**config.mk**
```make
export PLATFORM = sky130hd
export DESIGN_NAME = crs_core_regs
export DESIGN_NICKNAME = d
export VERILOG_FILES = /design/src/rtl/crs_pkg.sv /design/src/rtl/crs_reg32.sv /design/src/rtl/crs_core_regs.sv
export SDC_FILE = /design/constraint.sdc
export NUM_CORES = 2
export LEC_CHECK = 0
export BUFFER_PORTS_ARGS = -buffer_cell sky130_fd_sc_hd__clkbuf_2
export CORE_UTILIZATION = 50
export DETAILED_ROUTE_END_ITERATION = 6
export PLACE_DENSITY = 0.8
export SETUP_SLACK_MARGIN = 0.4
export SLEW_MARGIN = 20
export SYNTH_ARGS = -nofsm -noshare
export SYNTH_HDL_FRONTEND = slang
export SYNTH_SLANG_ARGS = --single-unit
```
**constraint.sdc**
```tcl
create_clock -name core_clk_i -period 48.1 [get_ports core_clk_i]
set_input_delay 2.405 -clock core_clk_i [delete_from_list [all_inputs] [get_ports core_clk_i]]
set_output_delay 2.405 -clock core_clk_i [all_outputs]
set_load 0.005 [all_outputs]
```
**src/rtl/crs_pkg.sv**
```systemverilog
// Purpose: shared constants and types for the cpu core register set
// Assumes: 32-bit data path, sixteen general registers
// Notes:   status word bit positions and select codes are local choices
package crs_pkg;

  localparam int unsigned CRS_DATA_W  = 32;
  localparam int unsigned CRS_NUM_GPR = 16;
  localparam int unsigned CRS_IDX_W   = 4;

  typedef logic [CRS_DATA_W-1:0] crs_word_t;
  typedef logic [CRS_IDX_W-1:0]  crs_idx_t;

  localparam crs_idx_t  CRS_SP_IDX  = 4'h0;
  localparam int unsigned CRS_PSW_U_BIT = 17;
  localparam crs_word_t CRS_ZERO    = 32'h0000_0000;
  localparam crs_word_t CRS_PSW_RST = 32'h0000_0000;
  localparam crs_word_t CRS_PC_RST  = 32'h0000_0000;
  localparam crs_word_t CRS_SP_ALIGN_MASK = 32'h0000_0003;

  // selects which control register a control write or read reaches
  typedef enum logic [2:0] {
    CRS_CR_INT_SP,
    CRS_CR_USER_SP,
    CRS_CR_VEC_BASE,
    CRS_CR_PSW,
    CRS_CR_SAVED_CNT,
    CRS_CR_SAVED_STAT,
    CRS_CR_FAST_VEC,
    CRS_CR_PC
  } crs_cr_sel_t;

  // fast interrupt sequence
  typedef enum logic [1:0] {
    CRS_FI_IDLE,
    CRS_FI_SAVE,
    CRS_FI_BRANCH
  } crs_fi_state_t;

endpackage

```
**src/rtl/crs_reg32.sv**
```systemverilog
// Purpose: one 32-bit register with load enable and reset value
// Assumes: single clock, asynchronous active high reset
// Notes:   reused for the saved counter, saved status, fast vector and vector base registers
`timescale 1ns/1ps
module crs_reg32 #(
  parameter crs_pkg::crs_word_t RST_VAL = crs_pkg::CRS_ZERO
) (
  input  wire logic               core_clk_i, // core clock
  input  wire logic               reset_i,    // async reset, high
  input  wire logic               load_i,     // load enable
  input  wire crs_pkg::crs_word_t d_i,        // next value
  output crs_pkg::crs_word_t      q_o         // stored value
);
  import crs_pkg::*;

  always_ff @(posedge core_clk_i or posedge reset_i) begin
    if (reset_i) begin
      q_o <= RST_VAL;
    end else if (load_i) begin
      q_o <= d_i;
    end
  end

endmodule

```
**src/rtl/crs_core_regs.sv**
```systemverilog
// Purpose: general and control register set of a 32-bit cpu core
// Assumes: pipeline and interrupt sequencer drive the ports synchronously
// Notes:   two gpr read ports, one gpr write port, one control port
//
// Behaviour
// - sixteen general registers, indices 0 to 15, data or address use.
// - general register 0 is the active one of the two stack pointers.
// - status word stack-select bit picks interrupt or user stack pointer.
// - vector table base register is the base for vector lookups.
// - program counter holds address of instruction being executed.
// - status word keeps result flags and cpu state, with stack select.
// - fast interrupt copies program counter into saved counter.
// - fast interrupt copies status word into saved status, same layout.
// - fast interrupt branches to fast vector register, no table fetch.
`timescale 1ns/1ps
module crs_core_regs (
  input  wire logic                 core_clk_i,     // core clock
  input  wire logic                 reset_i,        // async reset, high
  input  wire crs_pkg::crs_idx_t    rd_a_idx_i,     // read port a index
  input  wire crs_pkg::crs_idx_t    rd_b_idx_i,     // read port b index
  output crs_pkg::crs_word_t        rd_a_data_o,    // read port a data
  output crs_pkg::crs_word_t        rd_b_data_o,    // read port b data
  input  wire logic                 wr_en_i,        // gpr write strobe
  input  wire crs_pkg::crs_idx_t    wr_idx_i,       // gpr write index
  input  wire crs_pkg::crs_word_t   wr_data_i,      // gpr write data
  input  wire logic                 cr_wr_en_i,     // control write strobe
  input  wire crs_pkg::crs_cr_sel_t cr_sel_i,       // control select
  input  wire crs_pkg::crs_word_t   cr_wr_data_i,   // control write data
  output crs_pkg::crs_word_t        cr_rd_data_o,   // control read data
  input  wire logic                 pc_load_i,      // pipeline pc update
  input  wire crs_pkg::crs_word_t   pc_next_i,      // new pc value
  input  wire logic                 flags_load_i,   // result flag update
  input  wire crs_pkg::crs_word_t   flags_val_i,    // new flag values
  input  wire crs_pkg::crs_word_t   flags_mask_i,   // flag bits updated
  input  wire logic                 fast_irq_i,     // fast irq accept
  input  wire crs_pkg::crs_word_t   vec_offset_i,   // table vector offset
  output crs_pkg::crs_word_t        vec_addr_o,     // table entry address
  output crs_pkg::crs_word_t        program_counter_o,       // current pc
  output crs_pkg::crs_word_t        processor_status_word_o, // psw
  output crs_pkg::crs_word_t        active_stack_ptr_o,      // live sp
  output logic                      sp_misaligned_o, // sp not word aligned
  output logic                      fast_irq_busy_o  // fast irq in progress
);
  import crs_pkg::*;

  // ***********************************************************
  // general registers
  // ***********************************************************
  // index 0 has no cell here: it lives in the two stack pointers
  crs_word_t     gpr_q [1:CRS_NUM_GPR-1];
  crs_word_t     interrupt_stack_ptr_q;
  crs_word_t     user_stack_ptr_q;
  crs_word_t     psw_q;
  crs_word_t     pc_q;
  crs_word_t     vector_table_base_q;
  crs_word_t     fast_irq_saved_counter_q;
  crs_word_t     fast_irq_saved_status_q;
  crs_word_t     fast_irq_vector_q;
  crs_fi_state_t fi_state_q;
  logic          user_sel;
  logic          save_go;
  logic          branch_go;

  assign user_sel = psw_q[CRS_PSW_U_BIT];

  always_ff @(posedge core_clk_i or posedge reset_i) begin
    if (reset_i) begin
      for (int i = 1; i < CRS_NUM_GPR; i++) begin
        gpr_q[i] <= CRS_ZERO;
      end
    end else if (wr_en_i && wr_idx_i != CRS_SP_IDX) begin
      gpr_q[wr_idx_i] <= wr_data_i;
    end
  end

  function automatic crs_word_t gpr_read(input crs_idx_t idx);
    if (idx == CRS_SP_IDX) begin
      gpr_read = active_stack_ptr_o;
    end else begin
      gpr_read = gpr_q[idx];
    end
  endfunction

  assign active_stack_ptr_o = user_sel ? user_stack_ptr_q
                                       : interrupt_stack_ptr_q;
  assign rd_a_data_o = gpr_read(rd_a_idx_i);
  assign rd_b_data_o = gpr_read(rd_b_idx_i);
  // alignment is advice to software; only reported, never enforced
  assign sp_misaligned_o =
    |(active_stack_ptr_o & CRS_SP_ALIGN_MASK);

  // ***********************************************************
  // stack pointers
  // ***********************************************************
  // a write to register 0 lands in whichever pointer is active
  always_ff @(posedge core_clk_i or posedge reset_i) begin
    if (reset_i) begin
      interrupt_stack_ptr_q <= CRS_ZERO;
    end else if (cr_wr_en_i && cr_sel_i == CRS_CR_INT_SP) begin
      interrupt_stack_ptr_q <= cr_wr_data_i;
    end else if (wr_en_i && wr_idx_i == CRS_SP_IDX && !user_sel) begin
      interrupt_stack_ptr_q <= wr_data_i;
    end
  end

  always_ff @(posedge core_clk_i or posedge reset_i) begin
    if (reset_i) begin
      user_stack_ptr_q <= CRS_ZERO;
    end else if (cr_wr_en_i && cr_sel_i == CRS_CR_USER_SP) begin
      user_stack_ptr_q <= cr_wr_data_i;
    end else if (wr_en_i && wr_idx_i == CRS_SP_IDX && user_sel) begin
      user_stack_ptr_q <= wr_data_i;
    end
  end

  // ***********************************************************
  // fast interrupt sequence
  // ***********************************************************
  // save first, then branch: the saved counter never sees the vector
  always_ff @(posedge core_clk_i or posedge reset_i) begin
    if (reset_i) begin
      fi_state_q <= CRS_FI_IDLE;
    end else begin
      case (fi_state_q)
        CRS_FI_IDLE: begin
          if (fast_irq_i) begin
            fi_state_q <= CRS_FI_SAVE;
          end
        end
        CRS_FI_SAVE: begin
          fi_state_q <= CRS_FI_BRANCH;
        end
        CRS_FI_BRANCH: begin
          fi_state_q <= CRS_FI_IDLE;
        end
        default: begin
          fi_state_q <= CRS_FI_IDLE;
        end
      endcase
    end
  end

  assign save_go         = (fi_state_q == CRS_FI_SAVE);
  assign branch_go       = (fi_state_q == CRS_FI_BRANCH);
  assign fast_irq_busy_o = (fi_state_q != CRS_FI_IDLE);

  crs_reg32 u_saved_pc (
    .core_clk_i (core_clk_i),
    .reset_i    (reset_i),
    .load_i     (save_go || (cr_wr_en_i && cr_sel_i == CRS_CR_SAVED_CNT)),
    .d_i        (save_go ? pc_q : cr_wr_data_i),
    .q_o        (fast_irq_saved_counter_q)
  );

  crs_reg32 u_saved_psw (
    .core_clk_i (core_clk_i),
    .reset_i    (reset_i),
    .load_i     (save_go || (cr_wr_en_i && cr_sel_i == CRS_CR_SAVED_STAT)),
    .d_i        (save_go ? psw_q : cr_wr_data_i),
    .q_o        (fast_irq_saved_status_q)
  );

  crs_reg32 u_fast_vec (
    .core_clk_i (core_clk_i),
    .reset_i    (reset_i),
    .load_i     (cr_wr_en_i && cr_sel_i == CRS_CR_FAST_VEC),
    .d_i        (cr_wr_data_i),
    .q_o        (fast_irq_vector_q)
  );

  crs_reg32 u_vec_base (
    .core_clk_i (core_clk_i),
    .reset_i    (reset_i),
    .load_i     (cr_wr_en_i && cr_sel_i == CRS_CR_VEC_BASE),
    .d_i        (cr_wr_data_i),
    .q_o        (vector_table_base_q)
  );

  assign vec_addr_o =
    CRS_DATA_W'(vector_table_base_q + vec_offset_i);

  // ***********************************************************
  // program counter and status word
  // ***********************************************************
  // the branch outranks the pipeline: its update is stale by then
  always_ff @(posedge core_clk_i or posedge reset_i) begin
    if (reset_i) begin
      pc_q <= CRS_PC_RST;
    end else if (branch_go) begin
      pc_q <= fast_irq_vector_q;
    end else if (!save_go && pc_load_i) begin
      pc_q <= pc_next_i;
    end else if (cr_wr_en_i && cr_sel_i == CRS_CR_PC) begin
      pc_q <= cr_wr_data_i;
    end
  end

  // status held steady while it is being saved
  always_ff @(posedge core_clk_i or posedge reset_i) begin
    if (reset_i) begin
      psw_q <= CRS_PSW_RST;
    end else if (save_go) begin
      psw_q <= psw_q;
    end else if (cr_wr_en_i && cr_sel_i == CRS_CR_PSW) begin
      psw_q <= cr_wr_data_i;
    end else if (flags_load_i) begin
      psw_q <= (psw_q & ~flags_mask_i)
             | (flags_val_i & flags_mask_i);
    end
  end

  assign program_counter_o       = pc_q;
  assign processor_status_word_o = psw_q;

  always_comb begin
    case (cr_sel_i)
      CRS_CR_INT_SP:     cr_rd_data_o = interrupt_stack_ptr_q;
      CRS_CR_USER_SP:    cr_rd_data_o = user_stack_ptr_q;
      CRS_CR_VEC_BASE:   cr_rd_data_o = vector_table_base_q;
      CRS_CR_PSW:        cr_rd_data_o = psw_q;
      CRS_CR_SAVED_CNT:  cr_rd_data_o = fast_irq_saved_counter_q;
      CRS_CR_SAVED_STAT: cr_rd_data_o = fast_irq_saved_status_q;
      CRS_CR_FAST_VEC:   cr_rd_data_o = fast_irq_vector_q;
      CRS_CR_PC:         cr_rd_data_o = pc_q;
      default:           cr_rd_data_o = CRS_ZERO;
    endcase
  end

endmodule

```
==> results.sh <==
export IMPL_synth_top_area_cell="dfrtp_1"
export IMPL_clk_pin_slew_ns=0.06
export IMPL_fill_cells=6499
export IMPL_utilization_pct=57.7
export IMPL_ant_nets=0
export IMPL_wire_per_inst_um=29.2
export IMPL_dieArea_sq_um=84700
export IMPL_p_int_uw=1460
export IMPL_fmax_mhz=121
export IMPL_cts_tree="done"
export IMPL_grt_max_degree=170
export IMPL_comb_power_share_pct=28.7
export IMPL_gp_congestion=0.955
export IMPL_p_switching_uw=711
export IMPL_vias_per_cell=6.62
export IMPL_synth_edf_count=0
export IMPL_chipWidth_um=291
export IMPL_core_area_sq_um=82400
export IMPL_reg2reg_depth=8
export IMPL_yosys_register_bits=738
export IMPL_gr_total_overflow=0
export IMPL_cts_made_buffers=81
export IMPL_whs_ns=0.510
export IMPL_leakage_uw=0.0210
export IMPL_synth_area_per_cell_sq_um=11.9
export IMPL_fin_cells=4913
export IMPL_sw_frac_of_total_pct=32.7
export IMPL_synth_flop_cell="dfrtp_1"
export IMPL_layout_common_cells="dfrtp_1 (737), mux2_2 (578), clkbuf_2 (431), nand2_1 (299), mux4_2 (243)"
export IMPL_tns_ns=0
export IMPL_grt_use_met2_pct=52.6
export IMPL_cp_startpoint="rd_a_idx_i[1]"
export IMPL_drc_errors=0
export IMPL_cp_max_fo=52
export IMPL_drt_iter0_markers=3656
export IMPL_grt_pass1_vias=32800
export IMPL_core_rowCount=105
export IMPL_die_y_um=291
export IMPL_dr_pass1_iters=6
export IMPL_critPathLaunchType="primary input"
export IMPL_worst_pin_slew_ns=1.18
export IMPL_synth_cell_types=71
export IMPL_grtUsageTotal_pct=33.7
export IMPL_htreeDepth=3
export IMPL_vdd_drop_max_uv=26.5
export IMPL_cp_endpoint="rd_a_data_o[0]"
export IMPL_cts_sinks=738
export IMPL_layout_setup_ws_ns=39.87
export IMPL_cts_resized=0
export IMPL_fin_skew_ns=0.0256
export IMPL_layout_nets=4020
export IMPL_outcome="finished clean"
export IMPL_crit_type="primary input to output port"
export IMPL_ctsLongestPathBuffers=3
export IMPL_required_ns=45.69
export IMPL_power_density_nw_per_um2=45.7
export IMPL_mappedNetlistArea_sq_um=41800
export IMPL_seq_power_share_pct=41.8
export IMPL_yosys_top_cells_area="dfrtp_1 (44%), mux2_2 (16%), mux4_2 (13%)"
export IMPL_hold_depth=1
export IMPL_io_pins=440
export IMPL_dp_cells=4760
export IMPL_use_met3_pct=8.83
export IMPL_rsz0062_at_grt="no"
export IMPL_cp_arrival_ns=5.83
export IMPL_postCtsSetupBuffers=0
export IMPL_seq_area_sq_um=18500
export IMPL_via_count=32500
export IMPL_reg2reg_slack_ns=44.78
export IMPL_antenna_found_initial=7
export IMPL_max_slew_margin_pct=20.8
export IMPL_setup_viol=0
export IMPL_drt_wl_total_um=144000
export IMPL_clk_latency_ns=0.63
export IMPL_drive_above_1_share_pct=39.1
export IMPL_hold_path_class="register to register"
export IMPL_timing_rr_start="fi_state_q[1]"
export IMPL_max_cap_viol_count=0
export IMPL_grt_use_met1_pct=43.2
export IMPL_synth_top_area_share_pct=44.2
export IMPL_grt_pass1_wl_um=214000
export IMPL_synth_seq_area_share_pct=44.2
export IMPL_grt_busiest_layer="met2"
export IMPL_slew_viol_final=0
export IMPL_place_ws_ns=39.99
export IMPL_synthArstFlopShare_pct=100
export IMPL_final_hold_viol_count=0
export IMPL_initial_core_util_pct=50.7
export IMPL_dp_hpwl_um=93700
export IMPL_syn_nets=3742
export IMPL_multi_input_area_sq_um=22000
export IMPL_syn2layout_area_growth_pct=13.8
export IMPL_hold_buffers=0
export IMPL_r2r_end="program_counter_o[9]"
export IMPL_p_clk_share_pct=29.4
export IMPL_syn_inst=3496
export IMPL_fin_crit_ns=8.23
export IMPL_min_period_over_period_pct=17.1
export IMPL_layout_commonest_cell="dfrtp_1"
export IMPL_cp_end_kind="output port"
export IMPL_portBuffers=439
export IMPL_yosysWarnings=0
export IMPL_cts_root_buf="clkbuf_16"
## per-layer routing
metal  routed length (um)  part of all wire [%]  up-vias
met3                15800                    11      465
met2                66400                    46     2021
met5                   13                0.0090        -
li1                     -                     -    13600
met4                 8160                   5.7        2
met1                53300                    37    16500
## worst min-delay path by stage
stage	startpoint	endpoint	slack (ns)
global route	gpr_q[404]	gpr_q[404]	0.54
global placement	gpr_q[440]	gpr_q[440]	0.49
finish	gpr_q[440]	gpr_q[440]	0.51
floorplan	gpr_q[385]	gpr_q[385]	0.47
CTS	gpr_q[440]	gpr_q[440]	0.51
detailed placement	gpr_q[406]	gpr_q[406]	0.50
## critical path, cell delays in order
cell and delay (ns):
buf_4 0.41, buf_4 0.72, buf_4 0.81, mux2_2 0.41, a221o_1 0.33, a221oi_1 0.36
a21oi_1 0.12, clkbuf_2 0.18
## synthesized netlist by cell type, types with 34 or more instances
| library cell | instances |
|---|---|
| and3_1 | 44 |
| dfrtp_1 | 738 |
| inv_1 | 50 |
| buf_1 | 57 |
| nor2_1 | 162 |
| buf_2 | 61 |
| mux2_2 | 578 |
| mux4_2 | 243 |
| nand2_1 | 299 |
| o21ai_0 | 239 |
| a211oi_1 | 41 |
| mux2_1 | 34 |
| mux2i_1 | 227 |
| a21oi_1 | 214 |
| clkbuf_1 | 187 |
## final cells by class
class,instances,area share [%]
flip-flops and latches,738,38.9
inverters,52,0.429
repair buffers,504,5.79
multi-input cells,2397,46.4
well taps,1070,2.82
diodes,7,0.0369
clock inverters,28,0.742
clock buffers,117,4.95
## logic make-up (layout without fill, tap and decap cells)
kind of cell	Yosys count	after routing	share of synthesized area (%)
AO/OA/AOI/OAI	674	674	9.76
XOR/XNOR	29	29	0.608
adder cells (fa/ha/maj)	32	32	0.976
buffers and inverters	361	701	3.47
flip-flops	738	738	44.2
multiplexers	1082	1082	35.0
other	0	7	0
AND/OR/NAND/NOR	580	580	5.94
## power groups by stage
stage / clock (uW) / combinational [uW] / sequential (uW)
after floorplan: 0 / 414 / 862
after global placement: 0 / 598 / 897
after detailed placement: 0 / 613 / 909
after CTS: 644 / 619 / 902
after global routing: 669 / 668 / 924
final: 639 / 624 / 908
## sequential cells by signal, summed over array words and instances, names as in the netlist, named ones only
| register | cells |
|---|---|
| interrupt_stack_ptr_q | 32 |
| program_counter_o | 32 |
| fi_state_q | 2 |
| u_vec_base.q_o | 32 |
| u_saved_psw.q_o | 32 |
| user_stack_ptr_q | 32 |
| gpr_q | 480 |
| u_saved_pc.q_o | 32 |
| u_fast_vec.q_o | 32 |
## stage by stage
stage | instance area, sq um | total power (uW)
after floorplan | 41800 | 1280
after global placement | 44800 | 1500
after detailed placement | 44800 | 1520
after CTS | 47500 | 2160
after global routing | 47500 | 2260
final | 47500 | 2170
No activity file was read; power rests on OpenSTA's default activity.
